**config.mk**
```make
export PLATFORM = sky130hd
export DESIGN_NAME = reset_source_and_watchdog
export DESIGN_NICKNAME = d
export VERILOG_FILES = /design/src/rst_wdt_pkg.sv /design/src/reset_stretch.sv /design/src/watchdog_counter.sv /design/src/reset_source_and_watchdog.sv
export SDC_FILE = /design/constraint.sdc
export NUM_CORES = 1
export LEC_CHECK = 0
export BUFFER_PORTS_ARGS = -buffer_cell sky130_fd_sc_hd__buf_2
export CAP_MARGIN = 20
export CORE_UTILIZATION = 61
export CTS_CLUSTER_DIAMETER = 120
export DETAILED_ROUTE_END_ITERATION = 10
export PLACE_DENSITY = 0.81
export SKIP_CTS_REPAIR_TIMING = 1
export SLEW_MARGIN = 20
export SYNTH_ARGS = -nofsm -noshare
export SYNTH_HDL_FRONTEND = slang
export SYNTH_HIERARCHICAL = 1
export SYNTH_SLANG_ARGS = --single-unit
export TNS_END_PERCENT = 50
```
**constraint.sdc**
```tcl
create_clock -name CORE_CLK -period 3.4 [get_ports CORE_CLK]
set_clock_uncertainty 0.2 [all_clocks]
set_input_delay 0.68 -clock CORE_CLK [delete_from_list [all_inputs] [get_ports CORE_CLK]]
set_output_delay 0.68 -clock CORE_CLK [all_outputs]
set_load 0.005 [all_outputs]
```
**src/rst_wdt_pkg.sv**
```systemverilog
// shared constants, types and register map of the reset and watchdog block
package rst_wdt_pkg;

    // register map, byte-wide registers on the plain register port
    localparam logic [7:0] ADDR_RESET_SOURCE     = 8'h00;  // reset_source_register
    localparam logic [7:0] ADDR_WATCHDOG_CONTROL = 8'h01;  // watchdog_control

    // reset_source_register field positions
    localparam int BIT_PIN_FLAG   = 0;  // pin_reset_flag
    localparam int BIT_POWER_FLAG = 1;  // power_on_flag / monitor select
    localparam int BIT_CLK_LOSS   = 2;  // clock_loss_flag / detector enable
    localparam int BIT_WDT_FLAG   = 3;  // watchdog cause flag
    localparam int BIT_COMP       = 5;  // comparator_reset_enable_flag
    localparam int BIT_CNV        = 6;  // convert_start_reset_enable_flag

    // watchdog_control field positions and commands
    localparam int         BIT_WDT_STATUS   = 4;       // reads watchdog active
    localparam int         BIT_WDT_MODE     = 7;       // must be zero for interval write
    localparam logic [7:0] WDT_CMD_ENABLE   = 8'hA5;   // enable and restart
    localparam logic [7:0] WDT_CMD_DISARM   = 8'hDE;   // first disable byte
    localparam logic [7:0] WDT_CMD_DISABLE  = 8'hAD;   // second disable byte
    localparam logic [7:0] WDT_CMD_LOCK     = 8'hFF;   // lock out disable
    localparam logic [2:0] WDT_INTERVAL_RST = 3'h7;    // longest interval
    localparam logic [2:0] WDT_DISARM_CLKS  = 3'h4;    // window for second byte
    localparam int         WDT_WIDTH        = 21;      // counter width
    localparam int         WDT_BASE_EXP     = 3;       // timeout is 4**(3+field)

    // timing
    localparam int CLK_FREQ_HZ        = 50_000_000;                    // core clock
    localparam int PIN_HOLD_CYCLES    = 12;                            // after pin release
    localparam int SUPPLY_TIMEOUT_MS  = 100;                           // monitor timeout
    localparam int SUPPLY_HOLD_CYCLES = SUPPLY_TIMEOUT_MS * (CLK_FREQ_HZ / 1000);

    // reset sequencer states
    typedef enum logic [1:0] {
        ST_RUN  = 2'b00,   // executing
        ST_HOLD = 2'b01,   // in reset, sources or stretchers active
        ST_EXIT = 2'b10    // latch cause flags, then release
    } seq_state_e;

    // one bit per reset source
    typedef struct packed {
        logic cnv;        // convert-start input low
        logic comp;       // comparator low
        logic wdt;        // watchdog overflow
        logic clk_loss;   // missing clock one-shot
        logic power;      // supply monitor / power-on
        logic pin;        // external reset pin low
    } cause_s;

    // register port request
    typedef struct packed {
        logic [7:0] addr;   // register address
        logic [7:0] wdata;  // write data
        logic       wr;     // write strobe
        logic       rd;     // read strobe
    } reg_req_s;

endpackage

```
**src/reset_stretch.sv**
```systemverilog
// holds a busy level for a fixed number of cycles after its hold input drops
`timescale 1ns/1ns
module reset_stretch #(
    parameter int   HOLD       = 12,                  // cycles after release
    parameter int   WIDTH      = $clog2(HOLD + 1),    // counter width
    parameter logic START_BUSY = 1'b0                 // busy out of reset
) (
    input  wire logic clk,
    input  wire logic rst_n,
    input  wire logic hold_i,   // level that restarts the stretch
    output logic      busy_o    // high while held or counting
);
    // whole state of this module
    typedef struct packed {
        logic [WIDTH-1:0] cnt;   // cycles since release
        logic             busy;  // stretch running
    } stretch_s;

    stretch_s s_reg;   // registered state
    stretch_s s_next;  // next state

    // count out the hold time once the source is gone
    always_comb begin
        s_next = s_reg;
        if (hold_i) begin
            s_next.cnt  = '0;
            s_next.busy = 1'b1;
        end else if (s_reg.busy) begin
            if (s_reg.cnt == WIDTH'(HOLD - 1)) begin
                s_next.busy = 1'b0;
            end else begin
                s_next.cnt = s_reg.cnt + WIDTH'(1);
            end
        end
    end

    // state register
    always_ff @(posedge clk or negedge rst_n) begin
        if (!rst_n) begin
            s_reg <= '{cnt: '0, busy: START_BUSY};
        end else begin
            s_reg <= s_next;
        end
    end

    assign busy_o = s_reg.busy;
endmodule

```
**src/watchdog_counter.sv**
```systemverilog
// programmable-interval watchdog counter with a one-cycle overflow pulse
`timescale 1ns/1ns
module watchdog_counter
    import rst_wdt_pkg::*;
(
    input  wire logic       clk,
    input  wire logic       rst_n,
    input  wire logic       clear_i,     // restart count from zero
    input  wire logic       run_i,       // watchdog active
    input  wire logic [2:0] interval_i,  // timeout select
    output logic            overflow_o   // one-cycle overflow pulse
);
    // whole state of this module
    typedef struct packed {
        logic [WDT_WIDTH-1:0] cnt;  // elapsed clocks
        logic                 ovf;  // overflow pulse
    } wdt_s;

    wdt_s                 s_reg;   // registered state
    wdt_s                 s_next;  // next state
    logic [WDT_WIDTH-1:0] last;    // final count of the interval
    logic [4:0]           shamt;   // log2 of the interval

    // count system clocks, overflow after 4**(3+field) of them
    always_comb begin
        shamt  = 5'(2 * WDT_BASE_EXP) + {1'b0, interval_i, 1'b0};
        last   = (WDT_WIDTH'(1) << shamt) - WDT_WIDTH'(1);
        s_next = s_reg;
        s_next.ovf = 1'b0;
        if (clear_i) begin
            s_next.cnt = '0;
        end else if (run_i) begin
            if (s_reg.cnt >= last) begin
                s_next.cnt = '0;
                s_next.ovf = 1'b1;
            end else begin
                s_next.cnt = s_reg.cnt + WDT_WIDTH'(1);
            end
        end
    end

    // state register
    always_ff @(posedge clk or negedge rst_n) begin
        if (!rst_n) begin
            s_reg <= '0;
        end else begin
            s_reg <= s_next;
        end
    end

    assign overflow_o = s_reg.ovf;
endmodule

```
**src/reset_source_and_watchdog.sv**
```systemverilog
// reset source merging, cause flags, reset pin drive and watchdog control
//
// Chosen here: the register addresses and the plain strobed port.
`timescale 1ns/1ns

// Notes on behaviour
// - reset loads defaults, port latches all ones
// - reset halts execution, interrupts, timers
// - data memory untouched; stack pointer reinitialised
// - exit: default clock, fetch zero once stable
// - supply reset drives pin low through timeout
// - monitor source kept only when bit written one
// - power-on sets its flag; others clear it
// - supply drop resets; recovery like power-on
// - pin low resets; twelve cycles; pin flag
// - clock-loss enable, reset, flag, pin untouched
// - comparator low resets when enabled; reads one
// - convert-start low resets when enabled; blocks conversions
// - 21-bit watchdog overflow resets, pin untouched
// - after reset watchdog runs, interval 111
// - 0xA5 enables and restarts watchdog
// - 0xDE then 0xAD within four clocks disables
// - 0xFF locks disable until next reset
// - low bits set interval, readable; bit7 zero
module reset_source_and_watchdog
    import rst_wdt_pkg::*;
#(
    parameter int SUPPLY_HOLD = SUPPLY_HOLD_CYCLES,  // supply timeout in clocks
    parameter int PIN_HOLD    = PIN_HOLD_CYCLES      // pin release stretch
) (
    input  wire logic                  CORE_CLK,
    input  wire logic                  RST_B,
    input  wire rst_wdt_pkg::reg_req_s REQ,
    output logic [7:0]                 RDATA,
    input  wire logic                  SUPPLY_MONITOR_ENABLE_PIN,
    input  wire logic                  SUPPLY_LOW,
    input  wire logic                  RST_PIN_IN,
    output logic                       RST_PIN_OUT,
    output logic                       RST_PIN_OE,
    input  wire logic                  CLK_MISSING,
    input  wire logic                  CLK_STABLE,
    input  wire logic                  COMP_OUT,
    input  wire logic                  CONVERT_START_INPUT,
    output logic                       CNV_TO_ADC,
    output logic                       CORE_RST_B,
    output logic                       EXEC_HALT,
    output logic                       PORT_LATCH_SET
);
    import rst_wdt_pkg::*;

    // whole state of the sequencer and its registers
    typedef struct packed {
        seq_state_e st;            // sequencer state
        cause_s     cause;         // sources seen during this reset
        logic       flag_pin;      // pin_reset_flag
        logic       flag_power;    // power_on_flag
        logic       flag_wdt;      // watchdog cause flag
        logic       mon_sel;       // supply monitor selected as source
        logic       clk_loss_en;   // clock_loss_flag, also detector enable
        logic       comp_en;       // comparator_reset_enable_flag
        logic       cnv_en;        // convert_start_reset_enable_flag
        logic       wdt_active;    // watchdog running
        logic       wdt_lock;      // disable locked out
        logic [2:0] wdt_interval;  // timeout select
        logic [2:0] disarm;        // clocks left for second disable byte
        logic [7:0] rdata;         // read data register
        logic       core_rst_b;    // core and register reset, low active
        logic       exec_halt;     // instruction fetch held off
        logic       port_set;      // port latches forced high
        logic       pin_oe;        // drive reset pin low
        logic       cnv_adc;       // convert start passed to converter
    } seq_s;

    // value held on asynchronous reset: power-on in progress
    localparam seq_s SEQ_RESET = '{
        st: ST_HOLD, cause: '{power: 1'b1, default: 1'b0},
        mon_sel: 1'b1, wdt_active: 1'b1, wdt_interval: WDT_INTERVAL_RST,
        exec_halt: 1'b1, port_set: 1'b1, pin_oe: 1'b1, cnv_adc: 1'b1,
        default: '0
    };

    seq_s   s_reg;        // registered state
    seq_s   s_next;       // next state
    cause_s req;          // live reset requests
    logic   any_req;      // any request present
    logic   rst_meta;     // reset synchroniser first stage
    logic   rst_n_sync;   // released reset for the whole block
    logic   pin_busy;     // pin release stretch running
    logic   supply_busy;  // supply timeout running
    logic   wdt_ovf;      // watchdog overflow pulse
    logic   wdt_clear;    // restart watchdog count
    logic   wr_wdt;       // write to watchdog_control
    logic   wr_src;       // write to reset_source_register
    logic   go_run;       // next state releases the core

    // reset release through two flip-flops
    always_ff @(posedge CORE_CLK or negedge RST_B) begin
        if (!RST_B) begin
            rst_meta   <= 1'b0;
            rst_n_sync <= 1'b0;
        end else begin
            rst_meta   <= 1'b1;
            rst_n_sync <= rst_meta;
        end
    end

    // live reset requests from every source
    always_comb begin
        req.power    = SUPPLY_LOW & SUPPLY_MONITOR_ENABLE_PIN & s_reg.mon_sel;
        req.pin      = ~RST_PIN_IN & ~s_reg.pin_oe;
        req.clk_loss = s_reg.clk_loss_en & CLK_MISSING;
        req.comp     = s_reg.comp_en & ~COMP_OUT;
        req.cnv      = s_reg.cnv_en & ~CONVERT_START_INPUT;
        req.wdt      = wdt_ovf;
        any_req      = |req;
    end

    // twelve clocks of reset after the pin is let go
    reset_stretch #(
        .HOLD       (PIN_HOLD),
        .WIDTH      ($clog2(PIN_HOLD + 1)),
        .START_BUSY (1'b0)
    ) u_pin_stretch (
        .clk    (CORE_CLK),
        .rst_n  (rst_n_sync),
        .hold_i (req.pin),
        .busy_o (pin_busy)
    );

    // supply timeout after the supply recovers, also from power-on
    reset_stretch #(
        .HOLD       (SUPPLY_HOLD),
        .WIDTH      ($clog2(SUPPLY_HOLD + 1)),
        .START_BUSY (1'b1)
    ) u_supply_stretch (
        .clk    (CORE_CLK),
        .rst_n  (rst_n_sync),
        .hold_i (req.power),
        .busy_o (supply_busy)
    );

    // watchdog restarts on any reset and on the enable command
    assign wdt_clear = (s_reg.st != ST_RUN) | (wr_wdt & (REQ.wdata == WDT_CMD_ENABLE));

    watchdog_counter u_wdt (
        .clk        (CORE_CLK),
        .rst_n      (rst_n_sync),
        .clear_i    (wdt_clear),
        .run_i      (s_reg.wdt_active),
        .interval_i (s_reg.wdt_interval),
        .overflow_o (wdt_ovf)
    );

    // register port decode, writes only while the core runs
    assign wr_wdt = REQ.wr & (REQ.addr == ADDR_WATCHDOG_CONTROL) & (s_reg.st == ST_RUN);
    assign wr_src = REQ.wr & (REQ.addr == ADDR_RESET_SOURCE) & (s_reg.st == ST_RUN);

    // sequencer, register writes and read data
    always_comb begin
        s_next = s_reg;
        if (s_reg.disarm != 3'h0) begin
            s_next.disarm = s_reg.disarm - 3'h1;
        end
        case (s_reg.st)
            ST_RUN: begin
                if (any_req) begin
                    // entry: registers to defaults, watchdog rearmed
                    s_next.st           = ST_HOLD;
                    s_next.cause        = req;
                    s_next.mon_sel      = 1'b1;
                    s_next.clk_loss_en  = 1'b0;
                    s_next.comp_en      = 1'b0;
                    s_next.cnv_en       = 1'b0;
                    s_next.wdt_active   = 1'b1;
                    s_next.wdt_lock     = 1'b0;
                    s_next.wdt_interval = WDT_INTERVAL_RST;
                    s_next.disarm       = 3'h0;
                end else begin
                    // watchdog command bytes
                    if (wr_wdt) begin
                        s_next.disarm = 3'h0;
                        if (REQ.wdata == WDT_CMD_ENABLE) begin
                            s_next.wdt_active = 1'b1;
                        end else if (REQ.wdata == WDT_CMD_DISARM) begin
                            s_next.disarm = WDT_DISARM_CLKS;
                        end else if (REQ.wdata == WDT_CMD_DISABLE) begin
                            // second byte only counts inside the window
                            if (s_reg.disarm != 3'h0 && !s_reg.wdt_lock) begin
                                s_next.wdt_active = 1'b0;
                            end
                        end else if (REQ.wdata == WDT_CMD_LOCK) begin
                            s_next.wdt_lock = 1'b1;
                        end else if (!REQ.wdata[BIT_WDT_MODE]) begin
                            s_next.wdt_interval = REQ.wdata[2:0];
                        end
                    end
                    // reset source enables
                    if (wr_src) begin
                        s_next.mon_sel     = REQ.wdata[BIT_POWER_FLAG];
                        s_next.clk_loss_en = REQ.wdata[BIT_CLK_LOSS];
                        s_next.comp_en     = REQ.wdata[BIT_COMP];
                        s_next.cnv_en      = REQ.wdata[BIT_CNV];
                    end
                end
            end
            ST_HOLD: begin
                // gather every source until all are gone and stretched
                s_next.cause = s_reg.cause | req;
                if (!any_req && !pin_busy && !supply_busy) begin
                    s_next.st = ST_EXIT;
                end
            end
            ST_EXIT: begin
                if (any_req) begin
                    s_next.st    = ST_HOLD;
                    s_next.cause = s_reg.cause | req;
                end else begin
                    // cause flags latched before execution resumes
                    s_next.st          = ST_RUN;
                    s_next.flag_power  = s_reg.cause.power;
                    s_next.flag_pin    = s_reg.cause.pin;
                    s_next.flag_wdt    = s_reg.cause.wdt;
                    s_next.clk_loss_en = s_reg.cause.clk_loss;
                    s_next.comp_en     = s_reg.cause.comp;
                    s_next.cnv_en      = s_reg.cause.cnv;
                end
            end
            default: begin
                s_next.st = ST_HOLD;
            end
        endcase

        // read data, valid in the cycle after the strobe
        s_next.rdata = 8'h00;
        if (REQ.rd) begin
            if (REQ.addr == ADDR_RESET_SOURCE) begin
                s_next.rdata[BIT_PIN_FLAG]   = s_reg.flag_pin;
                s_next.rdata[BIT_POWER_FLAG] = s_reg.flag_power;
                s_next.rdata[BIT_CLK_LOSS]   = s_reg.clk_loss_en;
                s_next.rdata[BIT_WDT_FLAG]   = s_reg.flag_wdt;
                s_next.rdata[BIT_COMP]       = s_reg.comp_en;
                s_next.rdata[BIT_CNV]        = s_reg.cnv_en;
            end else if (REQ.addr == ADDR_WATCHDOG_CONTROL) begin
                s_next.rdata[BIT_WDT_STATUS] = s_reg.wdt_active;
                s_next.rdata[2:0]            = s_reg.wdt_interval;
            end
        end

        // core controls; data memory sits outside this reset on purpose
        go_run            = (s_next.st == ST_RUN);
        s_next.core_rst_b = go_run;
        s_next.port_set   = ~go_run;
        s_next.exec_halt  = ~(go_run & CLK_STABLE);
        s_next.pin_oe     = req.power | supply_busy;
        s_next.cnv_adc    = s_next.cnv_en | CONVERT_START_INPUT;
    end

    // state register
    always_ff @(posedge CORE_CLK or negedge rst_n_sync) begin
        if (!rst_n_sync) begin
            s_reg <= SEQ_RESET;
        end else begin
            s_reg <= s_next;
        end
    end

    // outputs straight from flip-flops, except RST_PIN_OUT which is tied low
    assign RDATA          = s_reg.rdata;
    assign RST_PIN_OUT    = 1'b0;  // open drain, only ever pulls low
    assign RST_PIN_OE     = s_reg.pin_oe;
    assign CNV_TO_ADC     = s_reg.cnv_adc;
    assign CORE_RST_B     = s_reg.core_rst_b;
    assign EXEC_HALT      = s_reg.exec_halt;
    assign PORT_LATCH_SET = s_reg.port_set;

    // helper: clocks since the pin request was last seen
    logic [7:0] pin_gap;
    always_ff @(posedge CORE_CLK or negedge rst_n_sync) begin
        if (!rst_n_sync) begin
            pin_gap <= 8'h00;
        end else if (req.pin) begin
            pin_gap <= 8'h00;
        end else if (pin_gap != 8'hFF) begin
            pin_gap <= pin_gap + 8'h01;
        end
    end
endmodule

```
Yosys cells after proc, flatten, opt, wreduce, memory -nomap -nowiden --
Cells that the tools add are included.
Storage, ports and cells: logic and storage cells 159, memory bits (read-only) 0, latch bits 0, output and inout port bits 14, memories kept 0, bits in registers 88, bits in writable memories 0, bits of input ports 27
Operators by class: bitwise operators 23, mux-type cells 43, $mul 0, add/sub/neg operators 6, $lt $le $gt $ge 1, eq/ne operators 21, shift operators 1, reductions and logical operators 32, div/mod/pow operators 0
Operators by type and width (count):
- $mux W24 | 2
- $mux W21 | 2
- $eq A8 B8 Y1 const B | 4
- $mux W3 | 8
- $add A23 B1 Y23 const B | 1
- $eq A23 B23 Y1 const B | 1
- $mux W23 | 1
- $mux W22 | 1
- $add A21 B1 Y21 const B | 1
- $ge A21 B21 Y1 | 1
- $shl A1 B5 Y21 const A | 1
- $sub A21 B2 Y21 const B | 1
- $pmux W6 S3 | 1
- $mux W8 | 2
- $reduce_bool A2 Y1 | 8
- $mux W5 | 3
- $mux W7 | 2
- $ne A2 B2 Y1 const B | 7
- $and A1 B1 Y1 | 12
- $mux W1 | 12
- $mux W12 | 1
- $mux W4 | 3
- $reduce_bool A3 Y1 | 4
- $eq A8 B1 Y1 const B | 1
- other kinds (25) | 47

Depth between registers and ports, before layout --
Gate-level depths: netlist of run 1.
depth after elaboration 11, mapped depth 12, mapped depth without buffers 10

Hierarchy --
The synthesis of run 1 kept the hierarchy.
By module, submodules not included:
- watchdog_counter | instances 1, area each 2031.9 µm², cells each 251, seq. area each 550.5 µm²
- reset_source_and_watchdog | instances 1, area each 1846.8 µm², cells each 166, seq. area each 939.7 µm²
- reset_stretch (u_supply_stretch) | instances 1, area each 1372.6 µm², cells each 145, seq. area each 601.8 µm²
- reset_stretch (u_pin_stretch) | instances 1, area each 242.7 µm², cells each 22, seq. area each 125.1 µm²

Worst setup path before layout of run 1 --
OpenSTA, ideal clock, no wires.
kind input to register, start point input REQ[15] (netlist bit), end point register u_wdt/s_reg[19] (netlist bit), path buffers 1, arrival 2839 ps, setup slack 235 ps, cell stages on the path 9, data required time 3074 ps, library setup time 126 ps, cell sequence nor4_4 -> nand4_4 -> or4_1 -> or2_1 -> nand2_1 -> nand2b_1 -> buf_1 -> nor3_1 -> a221o_1
Between the ends: cells in the longest elaborated chain, start to end 6, elaborated cells on any way between the ends 7, those cells by class eq/ne (1); mux (1); bitwise (4); reduce/logical (1)
Ends and longest elaborated chain:
- start: declaration | line reset_source_and_watchdog.sv:33 | input wire rst_wdt_pkg::reg_req_s REQ,
- $eq A8 B1 Y1 (*) | line reset_source_and_watchdog.sv:155 | assign wr_wdt = REQ.wr & (REQ.addr == ADDR_WATCHDOG_CONTROL) & (s_reg.st == ST_RUN);
- $and A1 B1 Y1 (*) (2 in a row) | line reset_source_and_watchdog.sv:155
- $and A1 B1 Y1 (*) | line reset_source_and_watchdog.sv:143 | assign wdt_clear = (s_reg.st != ST_RUN) | (wr_wdt & (REQ.wdata == WDT_CMD_ENABLE));
- $or A1 B1 Y1 (*) | line reset_source_and_watchdog.sv:143
- named net wdt_clear | line reset_source_and_watchdog.sv:91 | logic wdt_clear;
- $mux W21 or $reduce_bool A2 Y1 (tied branches)
- end signal: assignment | line watchdog_counter.sv:47 | s_reg <= s_next;
- end: declaration | line watchdog_counter.sv:19 | wdt_s s_reg;
The timed path passes the listed nets; every way through them passes the cells marked *. A chain may end at the register's enable or synchronous reset.

==> results of run 1 <==
per-layer routing:
metal  part of all wire  routed length (um)  track usage
met1               0.43                5170        0.333
met2               0.51                6130        0.462
met5                  0                   0            0
met3              0.046                 550       0.0600
met4              0.017                 204       0.0781
worst paths after layout:
check,from,endpoint,slack [ps],cells past startpoint
worst max-delay path,s_reg[18]$_DFFE_PN1P_,u_wdt/s_reg[21]$_DFFE_PN0P_,250,10
min in group CORE_CLK,rst_meta$_DFF_PN0_,rst_n_sync$_DFF_PN0_,160,0
max in group asynchronous,rst_n_sync$_DFF_PN0_,CNV_TO_ADC$_DFF_PN1_,2290,1
worst min-delay path,rst_n_sync$_DFF_PN0_,u_supply_stretch/s_reg[6]$_DFFE_PN0P_,40,0
worst max register to register,s_reg[18]$_DFFE_PN1P_,u_wdt/s_reg[21]$_DFFE_PN0P_,250,10
worst min register to register,rst_n_sync$_DFF_PN0_,u_supply_stretch/s_reg[6]$_DFFE_PN0P_,40,0
cell type report:
class	instances	share of cell area
multi-input cells	451	0.511
flip-flops and latches	88	0.371
inverters	19	0.0119
clock buffers	12	0.0259
repair buffers	51	0.0518
clock inverters	4	0.00564
well taps	108	0.0226
through the flow:
step	instances	utilization	hold WS, ps	total power [W]
2_1_floorplan	588	-	131	0.00200
3_3_place_gp	715	0.661	142	0.00218
3_5_place_dp	715	0.661	136	0.00224
4_1_cts	731	0.683	-126	0.00294
5_1_grt	733	0.687	77.4	0.00311
6_report	733	0.687	38.8	0.00294
critical path, delay by kind of cell, from the launching register on:
family / cells / cell delay (ps)
mux: 1 / 270
compound gates: 3 / 940
buf+inv: 1 / 260
fa+ha+maj: 1 / 320
simple gates: 4 / 400
flops: 1 / 650
cell usage after synthesis (14+ instances only):
cell,number
ha_1,31
nand2b_1,14
nor3_1,25
inv_1,19
dfrtp_1,76
nor2_1,45
nand4_1,16
nand3_1,24
clkbuf_1,17
a21oi_1,33
nand2_1,56
power by group:
part | leakage [nW] | switching [W] | internal (W)
Combinational | 1.42 | 0.000477 | 0.000360
Sequential | 1.15 | 0.000176 | 0.00123
Clock | 0.0940 | 0.000391 | 0.000314
Total | 2.67 | 0.00104 | 0.00190
cells by family after synthesis:
group | count (synthesis) | synth area share
simple gates | 271 | 0.283
other cells | 4 | 0.00273
mux | 15 | 0.0305
fa+ha+maj | 31 | 0.0706
flops | 88 | 0.404
compound gates | 117 | 0.154
buf+inv | 49 | 0.0414
xor+xnor | 9 | 0.0143
==> results.ini, run 1 <==
[run_status]
outcome=finished, final reports clean

[yosys]
seq_area_frac_synth=0.404
syn_inst=584
synthArstFlopShare=1.00
synth.distinct_cells=80
synth_area_leader_cell=dfrtp_1
yosys_warnings=6
synth_edf_count=0
ys_ff_latch=88
syn_area_um2=5490
synthFlopType=dfrtp_1
synth_area_leaders=dfrtp_1 35%, ha_1 7.1%, dfstp_2 5.7%
yosysTopAreaCellShare=0.346
syn_area_per_cell_um2=9.41

[critical_path]
cpPeakStageDelay_ps=650
path_max_fanout=11
cp.arrival_ps=3200
required_ps=3450
path_cells=nor2_1, mux2_2, ha_1, nand4_1, nor2_1, o31ai_1, a311oi_2, buf_4, nor3_1, a221o_1
worstSetupPathType=reg2reg
crit_path_start_kind=register
critPathCaptureType=register
cp_common_cell=nor2_1
slowest_stage=dfstp_2

[worst_hold_path]
hp-class=reg2async

[detailed_routing]
wire_per_inst_um=16.5
drtAntennaViolNets=0
first_pass_iters=4
drtIter0Drc=242
drc=0
vias=4615
viasPerCell=6.30
drt_wl_total_mm=12.1

[placement]
dpl_worst_slack_ps=58.9
numPortBuffers=38
dpl.hpwl_mm=8.73
routabilityCongestion=0.859
placed_area_um2=5760

[floorplanning]
dieHeight_um=96.9
io-pin-count=41
die_area_um2=9390
die_width_um=96.9
num_rows=34
coreArea_um2=8720
start_util=0.630

[cells_and_area]
seq_area_um2=2220
fin_area_um2=5990
multi_input_area_um2=3060
layout_common_cells=75 x dfrtp_1, 56 x nand2_1, 45 x nor2_1, 38 x buf_2, 33 x a21oi_1
drive_gt1_frac=0.186
layout.nets=678
antenna_cells=0
fillers=694
final_common_cell=dfrtp_1
area_growth_pct=9.04

[cts]
cts_root_buf=clkbuf_8
clkSinkCount=88
cts_buffers=9
htree_num_levels=3
clk_pin_slew_ps=100
cts_tree=built
clk_latency_ps=370
clock_path_buffers=2

[global_route]
globalRouteOverflowTotal=0
grt_pass1_wl_mm=20.7
antenna_found_initial=0
grt_pass1_vias=4460
grt_max_degree=87
grt_usage=0.267

[sta]
slew_headroom=0.579
worstMarginPinSlew_ps=626
setup-violations-final=0
grt_setup_unrepaired=false
post-route-min-period_ps=3150
max_freq_mhz=317
setup_tns_ps=0
finalCritPeriodShare=0.927
setup_ws_ps=247
hold_viol=0
drv_slew=0

[power_and_ir_drop]
power_density_nw_per_um2=491
irDropWorstVdd_mv=0.332
leakagePower_nw=2.67

[job]
drv_cap=0

Power figures use the tool's default switching activity.
==> run 2, diff against run 1 <==
--- a/config.mk
+++ b/config.mk
@@ -11,6 +11,7 @@
 export CTS_CLUSTER_DIAMETER = 120
 export DETAILED_ROUTE_END_ITERATION = 10
 export PLACE_DENSITY = 0.81
+export RECOVER_POWER = 25
 export SKIP_CTS_REPAIR_TIMING = 1
 export SLEW_MARGIN = 20
 export SYNTH_ARGS = -nofsm -noshare
==> run 2 against run 1 <==
Net effect:
- first-iteration DRC count decreased by 5.8%
- sequential share of layout area grew 0.13 points
- register-to-register slack hardly changed
- total power barely moved
- sequential cell count unchanged
- global-route usage did not move
- critical endpoint unchanged
- largest cell class unchanged
- largest power group unchanged
==> results.ini, run 2 (same netlist as run 1, synthesis figures left out) <==
[run_status]
outcome=finished, final reports clean

[cells_and_area]
drive_gt1_frac=0.181
final_common_cell=dfrtp_1
antenna_cells=0
layout_common_cells=76 x dfrtp_1, 56 x nand2_1, 45 x nor2_1, 37 x buf_2, 33 x a21oi_1
layout.nets=678
fin_area_um2=5960
stdcell_count=733
area_growth_pct=8.47
fillers=699
fin_util=0.683

[cts]
clk_latency_ps=370
clock_path_buffers=2
clk_pin_slew_ps=90
cts_buffers=9
cts_root_buf=clkbuf_8
htree_num_levels=3
cts_tree=built
clkSinkCount=88

[power_and_ir_drop]
irDropWorstVdd_mv=0.333
leakagePower_nw=2.66
power_density_nw_per_um2=493

[floorplanning]
die_area_um2=9390
die_width_um=96.9
io-pin-count=41
dieHeight_um=96.9
start_util=0.630
coreArea_um2=8720
num_rows=34

[global_route]
antenna_found_initial=0
grt_usage=0.267
grt_pass1_vias=4460
grt_pass1_wl_mm=20.7
globalRouteOverflowTotal=0
grt_max_degree=87

[placement]
numPortBuffers=38
placed_area_um2=5760
routabilityCongestion=0.859
post-place-cells=715
dpl.hpwl_mm=8.73

[critical_path]
crit_family=compound AO/OA/AOI/OAI gates
path_max_fanout=11
cpPeakStageDelay_ps=650
cp.arrival_ps=3200
required_ps=3450
cp_common_cell=nor2_1
crit_path_start_kind=register
path_cells=nor2_1, mux2_2, ha_1, nand4_1, nor2_1, o31ai_1, a311oi_2, buf_4, nor3_1, a221o_1
worstSetupPathType=reg2reg
critPathBufInv=1
slowest_stage=dfstp_2
critPathCaptureType=register

[sta]
hold_viol=0
whs_ps=162
post-route-min-period_ps=3150
drv_slew=0
slew_headroom=0.0275
setup_tns_ps=0
grt_setup_unrepaired=false
finalCritPeriodShare=0.927
setup-violations-final=0
max_freq_mhz=317
worstMarginPinSlew_ps=1460

[detailed_routing]
drt_wl_total_mm=12.0
wire_per_inst_um=16.4
drtAntennaViolNets=0
viasPerCell=6.29
drc=0
vias=4612
drtIter0Drc=228
first_pass_iters=5

[worst_hold_path]
hp-class=reg2reg

[job]
drv_cap=0

==> run 2: cell count changes in the layout (fill, tap and decap cells not counted), sizes merged <==
cell	previous run	this run
buf	50	47
clkbuf	12	15
==> run 2: cell type report <==
type	count	area [um^2]	area share
timing repair buffer	51	283	0.0474
sequential	88	2220	0.372
clock buffer	12	155	0.0260
tap	108	135	0.0227
inverter	19	71.3	0.0120
clock inverter	4	33.8	0.00567
multi-input combinational	451	3060	0.514
==> run 2: worst paths after layout <==
check                                      start                                     to  slack (ps)  depth (start not counted)
hold / removal                rst_meta$_DFF_PN0_                   rst_n_sync$_DFF_PN0_         160                          0
setup / recovery           s_reg[17]$_DFFE_PN1P_            u_wdt/s_reg[21]$_DFFE_PN0P_         250                         10
setup reg to reg           s_reg[17]$_DFFE_PN1P_            u_wdt/s_reg[21]$_DFFE_PN0P_         250                         10
max in group asynchronous   rst_n_sync$_DFF_PN0_             u_wdt/overflow_o$_DFF_PN0_         810                          1
hold reg to reg               rst_meta$_DFF_PN0_                   rst_n_sync$_DFF_PN0_         160                          0
min in group asynchronous   rst_n_sync$_DFF_PN0_  u_supply_stretch/s_reg[6]$_DFFE_PN0P_         210                          0
==> run 2: power by group <==
part / internal, W / total (W) / switching [W]
Combinational: 0.000357 / 0.000833 / 0.000476
Clock: 0.000314 / 0.000707 / 0.000393
Sequential: 0.00122 / 0.00140 / 0.000175
==> run 2: per-stage QoR <==
| stage | total power (W) | worst slack (ps) |
|---|---|---|
| 5_1_grt | 0.00311 | 59.9 |
| 4_1_cts | 0.00294 | 276 |
| 6_report | 0.00294 | 247 |
| 3_3_place_gp | 0.00218 | 181 |
| 2_1_floorplan | 0.00200 | 235 |
| 3_5_place_dp | 0.00224 | 58.9 |
==> run 2: layer usage <==
| metal | part of all wire | global-route usage |
|---|---|---|
| met1 | 0.43 | 0.333 |
| met2 | 0.51 | 0.462 |
| met3 | 0.045 | 0.0600 |
| met4 | 0.017 | 0.0781 |
| met5 | 0 | 0 |
